<file path="src/rtl/idlcmd_consts.svh">
/*
 offsets, field positions, reset values, codes and timing counts of the
 idle / standby timer command block; assumes inclusion by bare name.
*/
`ifndef IDLCMD_CONSTS_SVH
`define IDLCMD_CONSTS_SVH

// register word indexes (byte address = index * 4)
`define IDLCMD_OFS_CMD 6'h00
`define IDLCMD_OFS_SECCNT 6'h01
`define IDLCMD_OFS_DEVHEAD 6'h02
`define IDLCMD_OFS_STATUS 6'h03
`define IDLCMD_OFS_ERROR 6'h04
`define IDLCMD_OFS_GEOM 6'h05
`define IDLCMD_OFS_CTRL 6'h06
`define IDLCMD_OFS_IRQ_STAT 6'h07
`define IDLCMD_OFS_IRQ_MASK 6'h08
`define IDLCMD_OFS_PMODE 6'h09

// opcodes
`define IDLCMD_OP_IDLE_A 8'he3
`define IDLCMD_OP_IDLE_B 8'h97
`define IDLCMD_OP_IMM_A 8'he1
`define IDLCMD_OP_IMM_B 8'h95
`define IDLCMD_OP_INIT 8'h91

// timeout codes and their intervals in seconds
`define IDLCMD_TO_LIN_MAX 8'hf0
`define IDLCMD_TO_HALF_MAX 8'hfb
`define IDLCMD_TO_C252 8'hfc
`define IDLCMD_TO_C253 8'hfd
`define IDLCMD_TO_C254 8'hfe
`define IDLCMD_TO_LIN_BASE 15'h00f0
`define IDLCMD_TO_LIN_SEC 15'h0005
`define IDLCMD_TO_HALF_SEC 15'h0708
`define IDLCMD_TO_S252 15'h04ec
`define IDLCMD_TO_S253 15'h7080
`define IDLCMD_TO_S255 15'h04fb

// field positions
`define IDLCMD_CTRL_SRST 0
`define IDLCMD_CTRL_REVERT 1
`define IDLCMD_EV_DONE 0
`define IDLCMD_EV_STBY 1
`define IDLCMD_EV_ABORT 2
`define IDLCMD_ERR_ABT 2
`define IDLCMD_HSIZE_WORD 3'h2

// reset values of geometry
`define IDLCMD_RST_SPT 8'h3f
`define IDLCMD_RST_HEADS_M1 4'hf

// timer tick: one second at a 10 ns clock
`define IDLCMD_CLK_NS 10
`define IDLCMD_TICK_NS 1000000000
`define IDLCMD_TICK_CYC (`IDLCMD_TICK_NS / `IDLCMD_CLK_NS)

`endif

</file>
<file path="src/rtl/idlcmd_pkg.sv">
/*
 types of the idle / standby timer command block; assumes the consts
 header for all numbers.
*/
package idlcmd_pkg;

    typedef enum logic {CS_READY, CS_SPIN} idlcmd_cs_t;

    typedef struct packed {
        logic ph_wr;
        logic ph_rd;
        logic [5:0] ph_addr;
        logic hready;
        logic [31:0] hrdata;
        logic sync1;
        logic sync2;
        idlcmd_cs_t cs;
        logic [7:0] seccnt;
        logic [7:0] devhead;
        logic err_abt;
        logic idle;
        logic standby;
        logic spin_up;
        logic [7:0] spt;
        logic [3:0] heads_m1;
        logic revert_en;
        logic [2:0] irq_stat;
        logic [2:0] irq_mask;
        logic irq;
        logic t_load;
        logic [14:0] t_secs;
        logic t_apd;
        logic t_access;
    } idlcmd_st_t;

    typedef struct packed {
        logic [31:0] pre;
        logic [14:0] left;
        logic [14:0] prog;
        logic prog_en;
        logic en;
        logic fire;
    } idlcmd_tst_t;

endpackage

</file>
<file path="src/rtl/idlcmd_tmr_if.sv">
/*
 carrier between the command block and its standby countdown;
 assumes one clock shared by both ends.
*/
`timescale 1ns/10ps
interface idlcmd_tmr_if;
    logic load;
    logic [14:0] secs;
    logic apd_en;
    logic access;
    logic run;
    logic expired;
    modport ctl (output load, output secs, output apd_en, output access, output run,
        input expired);
    modport tmr (input load, input secs, input apd_en, input access, input run,
        output expired);
endinterface

</file>
<file path="src/rtl/idlcmd_decode.sv">
/*
 decodes the timeout code into seconds; purely combinational,
 assumes the code is stable while used.
*/
`timescale 1ns/10ps
`include "idlcmd_consts.svh"
module idlcmd_decode (
    // timeout code
    input wire logic [7:0] code,
    // decoded interval
    output logic [14:0] secs,
    output logic apd_en,
    output logic abort
);
    always_comb begin
        secs = 15'h0000;
        apd_en = 1'b0;
        abort = 1'b0;
        if (code == 8'h00) begin
            apd_en = 1'b0; // RQ3
        end else if (code <= `IDLCMD_TO_LIN_MAX) begin
            secs = {7'h00, code} * `IDLCMD_TO_LIN_SEC; // RQ4
            apd_en = 1'b1; // RQ3
        end else if (code <= `IDLCMD_TO_HALF_MAX) begin
            secs = ({7'h00, code} - `IDLCMD_TO_LIN_BASE) * `IDLCMD_TO_HALF_SEC; // RQ4
            apd_en = 1'b1;
        end else if (code == `IDLCMD_TO_C252) begin
            secs = `IDLCMD_TO_S252; // RQ5
            apd_en = 1'b1;
        end else if (code == `IDLCMD_TO_C253) begin
            secs = `IDLCMD_TO_S253; // RQ5
            apd_en = 1'b1;
        end else if (code == `IDLCMD_TO_C254) begin
            abort = 1'b1; // RQ5
        end else begin
            secs = `IDLCMD_TO_S255; // RQ5
            apd_en = 1'b1;
        end
    end
endmodule

</file>
<file path="src/rtl/idlcmd_timer.sv">
/*
 standby countdown in whole seconds; assumes load and access are
 one-cycle pulses from the command block on the same clock.
*/
`timescale 1ns/10ps
`include "idlcmd_consts.svh"
module idlcmd_timer #(
    parameter int unsigned TICK_CYC = `IDLCMD_TICK_CYC
) (
    // clock and reset
    input wire logic hclk,
    input wire logic hresetn,
    // control
    idlcmd_tmr_if.tmr tif
);
    idlcmd_pkg::idlcmd_tst_t s_r;
    idlcmd_pkg::idlcmd_tst_t s_nxt;

    assign tif.expired = s_r.fire;

    always_comb begin
        s_nxt = s_r;
        s_nxt.fire = 1'b0;
        if (tif.load) begin
            s_nxt.prog = tif.secs; // RQ1
            s_nxt.prog_en = tif.apd_en; // RQ3
            s_nxt.en = tif.apd_en;
            s_nxt.left = tif.secs;
            s_nxt.pre = 32'h0000_0000;
        end else if (tif.access) begin
            // any host access restarts the full interval and re-arms
            s_nxt.left = s_r.prog; // RQ7
            s_nxt.en = s_r.prog_en;
            s_nxt.pre = 32'h0000_0000;
        end else if (s_r.en && tif.run) begin
            if (s_r.pre >= TICK_CYC - 1) begin
                s_nxt.pre = 32'h0000_0000;
                if (s_r.left <= 15'h0001) begin
                    s_nxt.left = 15'h0000;
                    s_nxt.fire = 1'b1; // RQ6
                    s_nxt.en = 1'b0;
                end else begin
                    s_nxt.left = s_r.left - 15'h0001; // RQ1
                end
            end else begin
                s_nxt.pre = s_r.pre + 32'h0000_0001;
            end
        end
    end

    always_ff @(posedge hclk or negedge hresetn) begin
        if (!hresetn) begin
            s_r <= '0;
        end else begin
            s_r <= s_nxt;
        end
    end
endmodule

</file>
<file path="src/rtl/idlcmd_top.sv">
/*
 idle / idle immediate / initialize device parameters command block
 behind an ahb-lite slave. assumes a single ahb master with this slave
 alone on the bus, and a spindle speed indication from the motor logic.
*/
// The AHB-Lite register port and the placing of the registers were left to the implementer.
// Contract
// RQ1 - idle opcode: enter idle, load timer, count
// RQ2 - spin up only when spindle not turning
// RQ3 - timeout code zero disables power-down
// RQ4 - codes 1-240 x5 s, 241-251 x30 min
// RQ5 - 252/253/255 special intervals, 254 aborts
// RQ6 - timer expiry without access enters standby
// RQ7 - host access reloads full interval
// RQ8 - idle keeps spindle turning, no delay
// RQ9 - idle immediate enters idle, conditional spin-up
// RQ10 - idle immediate keeps programmed timeout
// RQ11 - init params: sectors per track, heads minus one
// RQ12 - geometry readable as identify words
// RQ13 - geometry kept until init, power, revert reset
// RQ14 - zero sectors per track means zero
// RQ15 - host gives heads minus one 0-15
// RQ16 - host keeps cylinders within ffffh
// RQ17 - completion clears busy, fault; abort sets abt, err
`timescale 1ns/10ps
`include "idlcmd_consts.svh"
module idlcmd_top #(
    parameter int unsigned TICK_CYC = `IDLCMD_TICK_CYC
) (
    // clock and reset
    input wire logic hclk,
    input wire logic hresetn,
    // ahb-lite slave
    input wire logic hsel,
    input wire logic [31:0] haddr,
    input wire logic [1:0] htrans,
    input wire logic hwrite,
    input wire logic [2:0] hsize,
    input wire logic [31:0] hwdata,
    input wire logic hready,
    output logic hreadyout,
    output logic [31:0] hrdata,
    output logic hresp,
    // spindle
    input wire logic spindle_at_speed,
    output logic spin_up_req,
    // power state
    output logic idle_mode,
    output logic standby_mode,
    // interrupt
    output logic irq
);
    idlcmd_pkg::idlcmd_st_t s_r;
    idlcmd_pkg::idlcmd_st_t s_nxt;
    idlcmd_tmr_if tif ();
    logic [14:0] dec_secs;
    logic dec_apd;
    logic dec_abort;

    idlcmd_decode u_decode (
        .code(s_r.seccnt),
        .secs(dec_secs),
        .apd_en(dec_apd),
        .abort(dec_abort)
    );

    idlcmd_timer #(
        .TICK_CYC(TICK_CYC)
    ) u_timer (
        .hclk(hclk),
        .hresetn(hresetn),
        .tif(tif)
    );

    assign tif.load = s_r.t_load;
    assign tif.secs = s_r.t_secs;
    assign tif.apd_en = s_r.t_apd;
    assign tif.access = s_r.t_access;
    // the countdown only runs once the command has finished
    assign tif.run = s_r.idle && (s_r.cs == idlcmd_pkg::CS_READY);

    assign hreadyout = s_r.hready;
    assign hrdata = s_r.hrdata;
    assign hresp = 1'b0;
    assign spin_up_req = s_r.spin_up;
    assign idle_mode = s_r.idle;
    assign standby_mode = s_r.standby;
    assign irq = s_r.irq;

    function automatic logic [31:0] rd_val(input idlcmd_pkg::idlcmd_st_t s,
        input logic [5:0] a);
        logic bsy;
        logic [4:0] heads;
        bsy = (s.cs == idlcmd_pkg::CS_SPIN);
        heads = {1'b0, s.heads_m1} + 5'h01;
        rd_val = 32'h0000_0000;
        case (a)
            `IDLCMD_OFS_SECCNT: begin
                rd_val = {24'h000000, s.seccnt};
            end
            `IDLCMD_OFS_DEVHEAD: begin
                rd_val = {24'h000000, s.devhead};
            end
            `IDLCMD_OFS_STATUS: begin
                // df, drq, cor, idx always zero
                rd_val = {24'h000000, bsy, !bsy, 1'b0, s.sync2, 3'h0, s.err_abt}; // RQ17
            end
            `IDLCMD_OFS_ERROR: begin
                rd_val = {29'h00000000, s.err_abt, 2'h0}; // RQ17
            end
            `IDLCMD_OFS_GEOM: begin
                // upper half sectors per track, lower half head count
                rd_val = {8'h00, s.spt, 11'h000, heads}; // RQ12
            end
            `IDLCMD_OFS_CTRL: begin
                rd_val = {30'h00000000, s.revert_en, 1'b0};
            end
            `IDLCMD_OFS_IRQ_STAT: begin
                rd_val = {29'h00000000, s.irq_stat};
            end
            `IDLCMD_OFS_IRQ_MASK: begin
                rd_val = {29'h00000000, s.irq_mask};
            end
            `IDLCMD_OFS_PMODE: begin
                rd_val = {28'h0000000, s.spin_up, s.t_apd, s.standby, s.idle};
            end
            default: begin
                rd_val = 32'h0000_0000;
            end
        endcase
    endfunction

    always_comb begin
        logic acc;
        logic wr_cmd;
        logic [7:0] op;
        logic [2:0] ev;
        logic [2:0] clr;
        acc = 1'b0;
        wr_cmd = 1'b0;
        op = 8'h00;
        ev = 3'h0;
        clr = 3'h0;
        s_nxt = s_r;
        s_nxt.t_load = 1'b0;
        s_nxt.t_access = 1'b0;

        // two flops before the speed indication is used
        s_nxt.sync1 = spindle_at_speed;
        s_nxt.sync2 = s_r.sync1;

        // read data phase: one wait state so a preceding write is seen
        if (s_r.ph_rd) begin
            s_nxt.hrdata = rd_val(s_r, s_r.ph_addr);
            s_nxt.hready = 1'b1;
            s_nxt.ph_rd = 1'b0;
            if (s_r.ph_addr == `IDLCMD_OFS_IRQ_STAT) begin
                clr = s_r.irq_stat;
            end
        end

        // write data phase
        if (s_r.ph_wr) begin
            s_nxt.ph_wr = 1'b0;
            case (s_r.ph_addr)
                `IDLCMD_OFS_CMD: begin
                    wr_cmd = (s_r.cs == idlcmd_pkg::CS_READY);
                    op = hwdata[7:0];
                end
                `IDLCMD_OFS_SECCNT: begin
                    if (s_r.cs == idlcmd_pkg::CS_READY) begin
                        s_nxt.seccnt = hwdata[7:0];
                    end
                end
                `IDLCMD_OFS_DEVHEAD: begin
                    if (s_r.cs == idlcmd_pkg::CS_READY) begin
                        s_nxt.devhead = hwdata[7:0];
                    end
                end
                `IDLCMD_OFS_CTRL: begin
                    s_nxt.revert_en = hwdata[`IDLCMD_CTRL_REVERT];
                    if (hwdata[`IDLCMD_CTRL_SRST]) begin
                        s_nxt.err_abt = 1'b0;
                        if (s_r.revert_en) begin
                            s_nxt.spt = `IDLCMD_RST_SPT; // RQ13
                            s_nxt.heads_m1 = `IDLCMD_RST_HEADS_M1; // RQ13
                        end
                    end
                end
                `IDLCMD_OFS_IRQ_MASK: begin
                    s_nxt.irq_mask = hwdata[2:0];
                end
                default: begin
                    s_nxt.ph_wr = 1'b0;
                end
            endcase
        end

        // address phase; non-word writes are dropped
        acc = hsel && htrans[1] && hready;
        if (acc) begin
            s_nxt.t_access = 1'b1; // RQ7
            s_nxt.ph_addr = haddr[7:2];
            if (hwrite) begin
                s_nxt.ph_wr = (hsize == `IDLCMD_HSIZE_WORD);
            end else begin
                s_nxt.ph_rd = 1'b1;
                s_nxt.hready = 1'b0;
            end
        end

        // command execution
        case (s_r.cs)
            idlcmd_pkg::CS_READY: begin
                if (wr_cmd) begin
                    s_nxt.err_abt = 1'b0; // RQ17
                    if ((op == `IDLCMD_OP_IDLE_A) || (op == `IDLCMD_OP_IDLE_B) ||
                        (op == `IDLCMD_OP_IMM_A) || (op == `IDLCMD_OP_IMM_B)) begin
                        if (((op == `IDLCMD_OP_IDLE_A) || (op == `IDLCMD_OP_IDLE_B)) &&
                            dec_abort) begin
                            s_nxt.err_abt = 1'b1; // RQ5
                            ev[`IDLCMD_EV_ABORT] = 1'b1;
                            ev[`IDLCMD_EV_DONE] = 1'b1;
                        end else begin
                            if ((op == `IDLCMD_OP_IDLE_A) || (op == `IDLCMD_OP_IDLE_B)) begin
                                // load supersedes the access reload of this write
                                s_nxt.t_load = 1'b1; // RQ1
                                s_nxt.t_secs = dec_secs; // RQ4
                                s_nxt.t_apd = dec_apd; // RQ3
                            end
                            // immediate form leaves the timer programming alone
                            s_nxt.idle = 1'b1; // RQ9 RQ10
                            s_nxt.standby = 1'b0; // RQ1
                            if (!s_r.sync2) begin
                                s_nxt.spin_up = 1'b1; // RQ2
                                s_nxt.cs = idlcmd_pkg::CS_SPIN;
                            end else begin
                                ev[`IDLCMD_EV_DONE] = 1'b1; // RQ8
                            end
                        end
                    end else if (op == `IDLCMD_OP_INIT) begin
                        // zero is kept as zero sectors per track
                        s_nxt.spt = s_r.seccnt; // RQ11 RQ14
                        s_nxt.heads_m1 = s_r.devhead[3:0]; // RQ11 RQ15
                        ev[`IDLCMD_EV_DONE] = 1'b1;
                    end else begin
                        s_nxt.err_abt = 1'b1; // RQ17
                        ev[`IDLCMD_EV_ABORT] = 1'b1;
                        ev[`IDLCMD_EV_DONE] = 1'b1;
                    end
                end
            end
            idlcmd_pkg::CS_SPIN: begin
                if (s_r.sync2) begin
                    s_nxt.spin_up = 1'b0;
                    s_nxt.cs = idlcmd_pkg::CS_READY; // RQ17
                    ev[`IDLCMD_EV_DONE] = 1'b1;
                end
            end
            default: begin
                s_nxt.cs = idlcmd_pkg::CS_READY;
            end
        endcase

        // automatic power-down
        if (tif.expired && !s_nxt.t_load) begin
            s_nxt.idle = 1'b0; // RQ6
            s_nxt.standby = 1'b1; // RQ6
            ev[`IDLCMD_EV_STBY] = 1'b1;
        end

        // a new event wins over the read that clears it
        s_nxt.irq_stat = (s_r.irq_stat & ~clr) | ev;
        s_nxt.irq = |(s_nxt.irq_stat & s_nxt.irq_mask);
    end

    always_ff @(posedge hclk or negedge hresetn) begin
        if (!hresetn) begin
            s_r <= '0;
            s_r.hready <= 1'b1;
            s_r.cs <= idlcmd_pkg::CS_READY;
            s_r.spt <= `IDLCMD_RST_SPT;
            s_r.heads_m1 <= `IDLCMD_RST_HEADS_M1;
        end else begin
            s_r <= s_nxt;
        end
    end
endmodule

</file>
<file path="config.mk">
export PLATFORM = sky130hd
export DESIGN_NAME = idlcmd_top
export DESIGN_NICKNAME = d
export VERILOG_FILES = /design/src/rtl/idlcmd_pkg.sv /design/src/rtl/idlcmd_tmr_if.sv /design/src/rtl/idlcmd_decode.sv /design/src/rtl/idlcmd_timer.sv /design/src/rtl/idlcmd_top.sv
export VERILOG_INCLUDE_DIRS = /design/src /design/src/rtl
export SDC_FILE = /design/constraint.sdc
export NUM_CORES = 1
export LEC_CHECK = 0
export BUFFER_PORTS_ARGS = -buffer_cell sky130_fd_sc_hd__buf_2
export CORE_UTILIZATION = 35
export DETAILED_ROUTE_END_ITERATION = 7
export GPL_TIMING_DRIVEN = 0
export PLACE_DENSITY = 0.53
export SYNTH_ARGS = -nofsm -noshare
export SYNTH_HDL_FRONTEND = slang
export SYNTH_SLANG_ARGS = --single-unit
</file>
<file path="constraint.sdc">
create_clock -name hclk -period 4.5 [get_ports hclk]
set_clock_uncertainty 0.15 [all_clocks]
set_input_delay 1.125 -clock hclk [delete_from_list [all_inputs] [get_ports hclk]]
set_output_delay 1.125 -clock hclk [all_outputs]
set_load 0.01 [all_outputs]
</file>
* After elaboration in Yosys (flattened, before gate mapping)
Cells that the tools add are included.
** Cells by class
- Add/subtract/negate cells :: 4
- Multipliers :: 2
- Magnitude comparators :: 4
- Equality and inequality tests :: 25
- Muxes and demuxes :: 85
- Bitwise logic cells :: 6
- Reduce and logical (&&, ||, !) cells :: 27
** Operators by type and width (count)
- $pmux 24 s9 :: 1
- $mux 47 :: 3
- $mux 15 :: 7
- $mux 17 :: 5
- $eq 8x8->1 const B :: 8
- $mux 12 :: 5
- $mux 1 :: 41
- $mux 33 :: 1
- $add 32x1->32 const B :: 1
- $ge 32x27->1 const B :: 1
- $mux 32 :: 1
- $mux 13 :: 2
- $eq 6x3->1 const B :: 4
- $mux 3 :: 7
- $le 8x8->1 const B :: 2
- $mux 16 :: 1
- $mux 8 :: 2
- $le 15x1->1 const B :: 1
- $mul 15x8->12 const B :: 1
- $sub 15x1->15 const B :: 1
- $eq 6x2->1 const B :: 2
- $eq 6x4->1 const B :: 2
- $mul 8x3->11 const B :: 1
- $mux 11 :: 1
- other kinds (25) :: 52
** Storage, ports and cells
- Register bits after elaboration :: 167
- Output and inout port bits :: 38
- Logic and storage cells :: 183

* Longest topological paths before layout
Gate-level depths: netlist (run 1).
- Depth after elaboration :: 18
- Mapped depth :: 14
- Mapped depth without buffers :: 14

* Hierarchy
Synthesis (run 1) repeated with hierarchy kept, for this count alone.
** Second synthesis, totals
- Cell total of the unflattened synthesis :: 858
- Area, all modules :: 8759.7 µm²
** By module, submodules not included
- idlcmd_top :: instances 1, cells an instance 345, area each 4043.9 µm²
- idlcmd_timer :: instances 1, cells an instance 356, area each 3433.3 µm²
- idlcmd_decode :: instances 1, cells an instance 157, area each 1282.5 µm²

* Least setup slack after synthesis (run 1)
OpenSTA, ideal clock, no wires.
- Path type :: register to register
- From :: reg s_r[51] in the netlist's numbering
- To :: reg s_r (netlist bit tif.secs[14])
- Setup time :: 119 ps
- Arrival time :: 3374 ps
- Setup slack :: 857 ps
- Cell stages (with the launch flop) :: 13
- Buffers on the path :: 0
- Period minus slack after synthesis :: 3643 ps
- Cell sequence :: dfrtp_1 > inv_1 > fa_1 > inv_1 > ha_1 > fa_1 > ha_1 > fa_1 > a21o_1 > a21oi_1 > xnor2_1 > o211ai_1 > o21a_1
** Between the ends
- Cells in the longest elaborated chain, start to end :: 10
- Elaborated cells on any way between the ends :: 22
** Ends and longest elaborated chain
- from (decl) :: line idlcmd_top.sv:53 : idlcmd_pkg::idlcmd_st_t s_r;
- from (signal assigned) :: line idlcmd_top.sv:285 : s_r <= s_nxt;
- parallel branches: the longest is 10 deep, another holds $mul 15x8->12
Several ways; the timed one is not identified.
A chain may end at the register's enable or synchronous reset.

* Final worst setup path (run 1)
- From :: reg s_r[52] in the netlist's numbering
- To :: reg s_r (netlist bit tif.secs[14])
The elaborated chain is that of the path after synthesis.

==> impl_results.md, run 1 <==
- Final worst slack: 262 ps
- Largest net degree at the start of global routing: 96
- Die Y: 158 microns
- Int Pwr: 2400 uW
- Hold path depth: 0
- Vias: 6285
- Vias in the first global route: 6210
- Grt peak-use layer: met1
- Synthesized flop and latch total: 151
- Synth Instances: 852
- Overall fraction of global-route tracks in use: 17.1%
- Setup crit start: s_r[52]
- Worst hold path class: reg -> reg
- Setup violators final: 0
- GRT overflow: 0
- Hold_sp: s_nxt[59]
- Layout cells sized above 1: 22.1%
- First-pass GRT wire length: 33000 microns
- Pre-CTS WS: 246 ps
- Post-DP HPWL: 14400 microns
- Core Area: 0.0237 sq mm
- Share of power burned in combinational logic: 13.0%
- M1 GR Usage: 25.5%
- Ports: 113
- R2R depth: 12
- Crit path required time: 4650 ps
- CP Class: reg -> reg
- Fillers: 2374
- CP dominant cell by count: fa_1
- Fin crit period: 4240 ps
- Cts-stage hold buffer count: 0
- CTS Buf Count: 17
- Initial Util: 36.1%
- Setup TNS: 0 ps
- EDFF count, synth: 0
- Clk slew on worst S/H paths: 60 ps
- CP Capture Type: flip-flop
- Outcome: finished, final reports clean
- Ys async rst share: 100%
- Crit-path max cell delay: 670 ps
- Post-CTS setup buffer count: 0
- Fin nets: 1056
- CTS sink cnt: 151
- Die X: 158 microns
- CTS tree: built
- Routability cong.: 0.855
- Critical path fanouts, max: 8
- Critical path, cell by cell: inv_1 > fa_1 > inv_1 > ha_1 > fa_1 > ha_1 > fa_1 > a21o_1 > a21oi_1 > xnor2_1 > o211ai_1 > o21a_1
- Mean area per synthesized cell: 10.0 sq um
- Reg power frac: 43.8%
- Initial DRC count: 337
- Worst path slowest cell: dfrtp_1
- Crit Reg-Reg Startpoint: s_r[52]
- Initial antenna violation count: 0
- Clock latency on the worst-skew pair: 420 ps
- Buffers and inverters on the worst path: 2
- Distinct cells, synth: 86
- CTS max path bufs: 2
- Root Driver: clkbuf_16
- Worst slew pin tran: 673 ps
- Sw Share: 27.0%
- Slew HR: 54.8%
- Slew Viols, Final: 0
- Placed Cells: 1232
- Vias per cell: 4.98
- FP Rows: 56
- Yosys synthesis warning count: 0
- Startpoint types: flip-flop
- Residual DRC count: 0
- Max Cap Viol: 0
- Fmax: 236 MHz
- CTS resizes: 0
- NetSw: 887 uW
- N_diodes: 0
- PortBufs: 44
- Met2 Usage GRT: 25.3%
- Critical Path AT: 4390 ps
- Clock Power Share: 43.2%
- Synthesized cell area: 0.00854 sq mm
- Ys flop type: dfrtp_1
- Final period util: 94.2%
- Power density cells: 335 mW/mm^2
- Levels on crit path: 12
- DRT Wirelength: 20000 microns
- Area growth from synthesis to layout: 15.2%
- RSZ-0062 raised after global routing: false
- Detail Route Antenna Nets: 0
- Grt met3 use: 2.90%
- First-pass DRT Iterations: 5
- Hold WS: 201 ps
- Post-DR wirelength/cell: 15.8 microns
- Post-synthesis sequential area ratio: 44.4%
- CP delay by family, top: adder cells
- Endpoints failing hold: 0
- H-tree level count: 4
- Fin cells: 1263
- Die area: 0.0250 sq mm
- Max VDD drop: 0.000280 V
- Pleak: 0.00455 uW
[worst register-to-register path, delay by kind of cell (launching register included)]
kind	cells	cell delay, ps
compound gates	4	640
xor+xnor	1	190
fa+ha+maj	5	2160
buf+inv	2	310
flops	1	670
[state kept, by name, summed over array words and instances (netlist names)]
| register | flops |
|---|---|
| u_timer.s_r | 64 |
| s_r | 46 |
| hrdata | 16 |
| tif.secs | 15 |
| hreadyout | 1 |
| idle_mode | 1 |
| irq | 1 |
| s_nxt | 1 |
| spin_up_req | 1 |
| standby_mode | 1 |
| tif.access | 1 |
| tif.apd_en | 1 |
| tif.load | 1 |
| u_timer.tif.expired | 1 |
[final timing paths]
path	to	slack [ps]
max in group asynchronous	s_r[29]	2860
min	s_r[59]	200
max reg2reg	tif.secs[14]	260
min reg2reg	s_r[59]	200
min in group asynchronous	u_timer.s_r[60]	490
max	tif.secs[14]	260
[power groups by stage]
stage          clock, uW  combinational [uW]  sequential (uW)
6_report            1420                 429             1440
5_1_grt             1510                 484             1450
4_1_cts             1450                 435             1440
3_5_place_dp           0                 431             1460
3_3_place_gp           0                 429             1460
2_1_floorplan          0                 295             1450
[synth_stat cells (4+ instances only)]
master,n,share of area [%]
nor4_1,6,0.44
buf_2,11,0.64
a21oi_1,31,1.8
and2_1,5,0.37
nand2_1,86,3.8
o31ai_1,5,0.44
fa_1,8,1.9
inv_1,38,1.7
nor2_1,79,3.5
nand3_1,23,1.3
and3_1,6,0.44
o22a_1,10,1.0
a211oi_1,4,0.35
o21ai_0,58,3.4
buf_4,35,3.1
o21a_1,5,0.44
dfstp_2,11,3.4
dfrtp_1,140,41
o21ai_1,6,0.35
xnor2_1,16,1.6
a22oi_1,13,1.1
nor3_1,13,0.76
clkbuf_1,17,0.75
a21o_1,5,0.44
a31oi_1,6,0.44
xor2_1,18,1.8
mux2i_1,4,0.47
ha_1,41,6.0
nand4_1,8,0.59
o21ai_2,9,0.92
nor2b_1,8,0.59
mux2_2,35,4.6
o22ai_1,7,0.51
[area by class of cell]
type | count | area [sq um] | share of cell area (%)
repair buffers | 45 | 258 | 2.62
inverters | 38 | 143 | 1.45
clock inverters | 13 | 148 | 1.50
flip-flops and latches | 151 | 3790 | 38.6
multi-input cells | 612 | 4250 | 43.2
plain buffers | 67 | 414 | 4.21
clock buffers | 18 | 429 | 4.36
well taps | 319 | 399 | 4.06
[routing by layer]
layer | up-vias | part of all wire [%]
met3 | 17 | 2.6
li1 | 3124 | -
met5 | - | 0
met4 | 0 | 1.1
met1 | 3034 | 53
met2 | 110 | 43
[cells by family after synthesis]
logic type	after synthesis	synth area share (%)
simple gates	281	17.5
compound gates	191	14.9
flops	151	44.4
buf+inv	105	6.52
fa+ha+maj	49	7.88
mux	40	5.22
xor+xnor	34	3.49
other cells	1	0.0439
[cell usage in the layout, fill, tap and decap left out, drive strengths merged, types with 4 or more instances in the layout]
| cell type | count |
|---|---|
| o22a | 10 |
| nand2 | 88 |
| fa | 8 |
| and3 | 6 |
| a211oi | 6 |
| mux2i | 4 |
| nor2 | 81 |
| or2 | 4 |
| a22oi | 13 |
| xnor2 | 16 |
| a21oi | 31 |
| and2 | 6 |
| or4 | 4 |
| a21o | 5 |
| clkbuf | 37 |
| o31ai | 5 |
| buf | 93 |
| o21ai | 73 |
| nand3 | 23 |
| conb | 17 |
| xor2 | 18 |
| mux2 | 36 |
| nor3b | 4 |
| o21a | 5 |
| clkinv | 4 |
| inv | 42 |
| o22ai | 7 |
| nor3 | 14 |
| nor4b | 4 |
| a31oi | 8 |
| nand4 | 8 |
| dfstp | 11 |
| nor4 | 11 |
| nor2b | 8 |
| dfrtp | 140 |
| nand3b | 4 |
| ha | 41 |
[metrics by stage]
step	cell area [sq um]	power [uW]	utilization, %
CTS	9830	3330	41.5
floorplan	8600	1750	-
detailed placement	9260	1900	39.1
global route	9830	3440	41.5
finish	9830	3290	41.5
global placement	9220	1890	38.9
Power figures use the tool's default switching activity.
==> run 2: changes to the inputs <==
- BUFFER_PORTS_ARGS: -buffer_cell sky130_fd_sc_hd__buf_2 -> -buffer_cell sky130_fd_sc_hd__clkbuf_2
==> impl_results.md, run 2 (same netlist as run 1, synthesis figures left out) <==
- Outcome: finished, final reports clean
- Critical path fanouts, max: 8
- Routability cong.: 0.848
- Critical path, cell by cell: inv_1 > fa_1 > inv_1 > ha_1 > fa_1 > ha_1 > fa_1 > a21o_1 > a21oi_1 > xnor2_1 > o211ai_1 > o21a_1
- CTS tree: built
- Fin cells: 1264
- Initial Util: 36.1%
- CP Class: reg -> reg
- Residual DRC count: 0
- Clk slew on worst S/H paths: 70 ps
- Fin util: 41.4%
- CTS sink cnt: 151
- Layout cells sized above 1: 22.3%
- Die area: 0.0250 sq mm
- CP delay by family, top: adder cells
- Crit path required time: 4660 ps
- Hold_sp: s_nxt[59]
- Clock latency on the worst-skew pair: 430 ps
- Ports: 113
- Root Driver: clkbuf_16
- Max Cap Viol: 0
- M1 GR Usage: 24.8%
- PortBufs: 44
- First-pass DRT Iterations: 5
- Vias: 6310
- Buffers and inverters on the worst path: 2
- Post-DP HPWL: 14400 microns
- Worst slew pin tran: 711 ps
- Cts-stage hold buffer count: 0
- Post-CTS setup buffer count: 0
- Initial DRC count: 388
- Vias per cell: 4.99
- CTS Buf Count: 17
- Met2 Usage GRT: 26.1%
- Grt met3 use: 3.23%
- CTS resizes: 0
- First-pass GRT wire length: 33200 microns
- Max VDD drop: 0.000232 V
- Pre-CTS WS: 267 ps
- Crit Reg-Reg Startpoint: s_r[52]
- Slew HR: 52.2%
- Power density cells: 331 mW/mm^2
- Initial antenna violation count: 0
- DRT Wirelength: 20000 microns
- Commonest non-fill, non-tap cell in the layout: dfrtp_1
- Endpoints failing hold: 0
- Die X: 158 microns
- Overall fraction of global-route tracks in use: 17.1%
- Grt peak-use layer: met2
- Pleak: 0.00455 uW
- FP Rows: 56
- Die Y: 158 microns
- Worst path slowest cell: dfrtp_1
- Worst hold path class: reg -> reg
- Largest net degree at the start of global routing: 90
- Crit-path max cell delay: 660 ps
- Post-DR wirelength/cell: 15.8 microns
- Max FFs per register: 64
- Critical Path AT: 4360 ps
- GRT overflow: 0
- CP Capture Type: flip-flop
- Placed Cells: 1232
- Largest reg by FF count: u_timer.s_r
- Area growth from synthesis to layout: 14.9%
- Fmax: 239 MHz
- Final period util: 93.2%
- RSZ-0062 raised after global routing: false
- Slew Viols, Final: 0
- Setup crit start: s_r[52]
- Vias in the first global route: 6261
- Fin nets: 1056
- Fin crit period: 4190 ps
- Setup violators final: 0
- Detail Route Antenna Nets: 0
- Most frequent cells in the layout: dfrtp_1 (140), nand2_1 (86), nor2_1 (79), o21ai_0 (58), clkbuf_2 (45)
- Core Area: 0.0237 sq mm
- Startpoint types: flip-flop
- H-tree level count: 4
- Final worst slack: 308 ps
- CTS max path bufs: 2
- N_diodes: 0
- CP dominant cell by count: fa_1
## run 2: metal layers
layer / vias to the layer above / share of wire, %
met5: - / 0
met4: 0 / 0.88
met3: 10 / 3.5
met2: 129 / 44
met1: 3053 / 51
li1: 3118 / -
## run 2: cell type report
type	count	area (sq um)
Buffer	67	414
Clock buffer	17	425
Clock inverter	15	134
Fill cell	2404	13900
Inverter	38	143
Multi-Input combinational cell	612	4250
Sequential cell	151	3790
Tap cell	319	399
Timing Repair Buffer	45	256
## run 2: path summary, 6_finish.rpt
| kind | end | slack, ps | cells past startpoint |
|---|---|---|---|
| max | tif.secs[14] | 310 | 12 |
| min | s_r[59] | 220 | 0 |
| max in group asynchronous | s_r[32] | 2800 | 2 |
| max reg2reg | tif.secs[14] | 310 | 12 |
| min in group asynchronous | u_timer.s_r[58] | 520 | 1 |
| min reg2reg | s_r[59] | 220 | 0 |
## run 2: stage by stage
stage | hold WS, ps | area (sq um) | total power, uW | TNS (ps)
finish | 219 | 9810 | 3250 | 0
global route | 236 | 9810 | 3390 | 0
CTS | 224 | 9810 | 3290 | 0
detailed placement | 196 | 9260 | 1890 | 0
global placement | 187 | 9220 | 1890 | -90830
floorplan | 181 | 8600 | 1750 | 0
## run 2: power breakdown
part	switching, uW	internal, uW	total [uW]	leakage [uW]
sequential	44.2	1390	1440	0.00194
combinational	245	185	429	0.00233
clock	651	730	1380	0.000278
total	939	2310	3250	0.00455
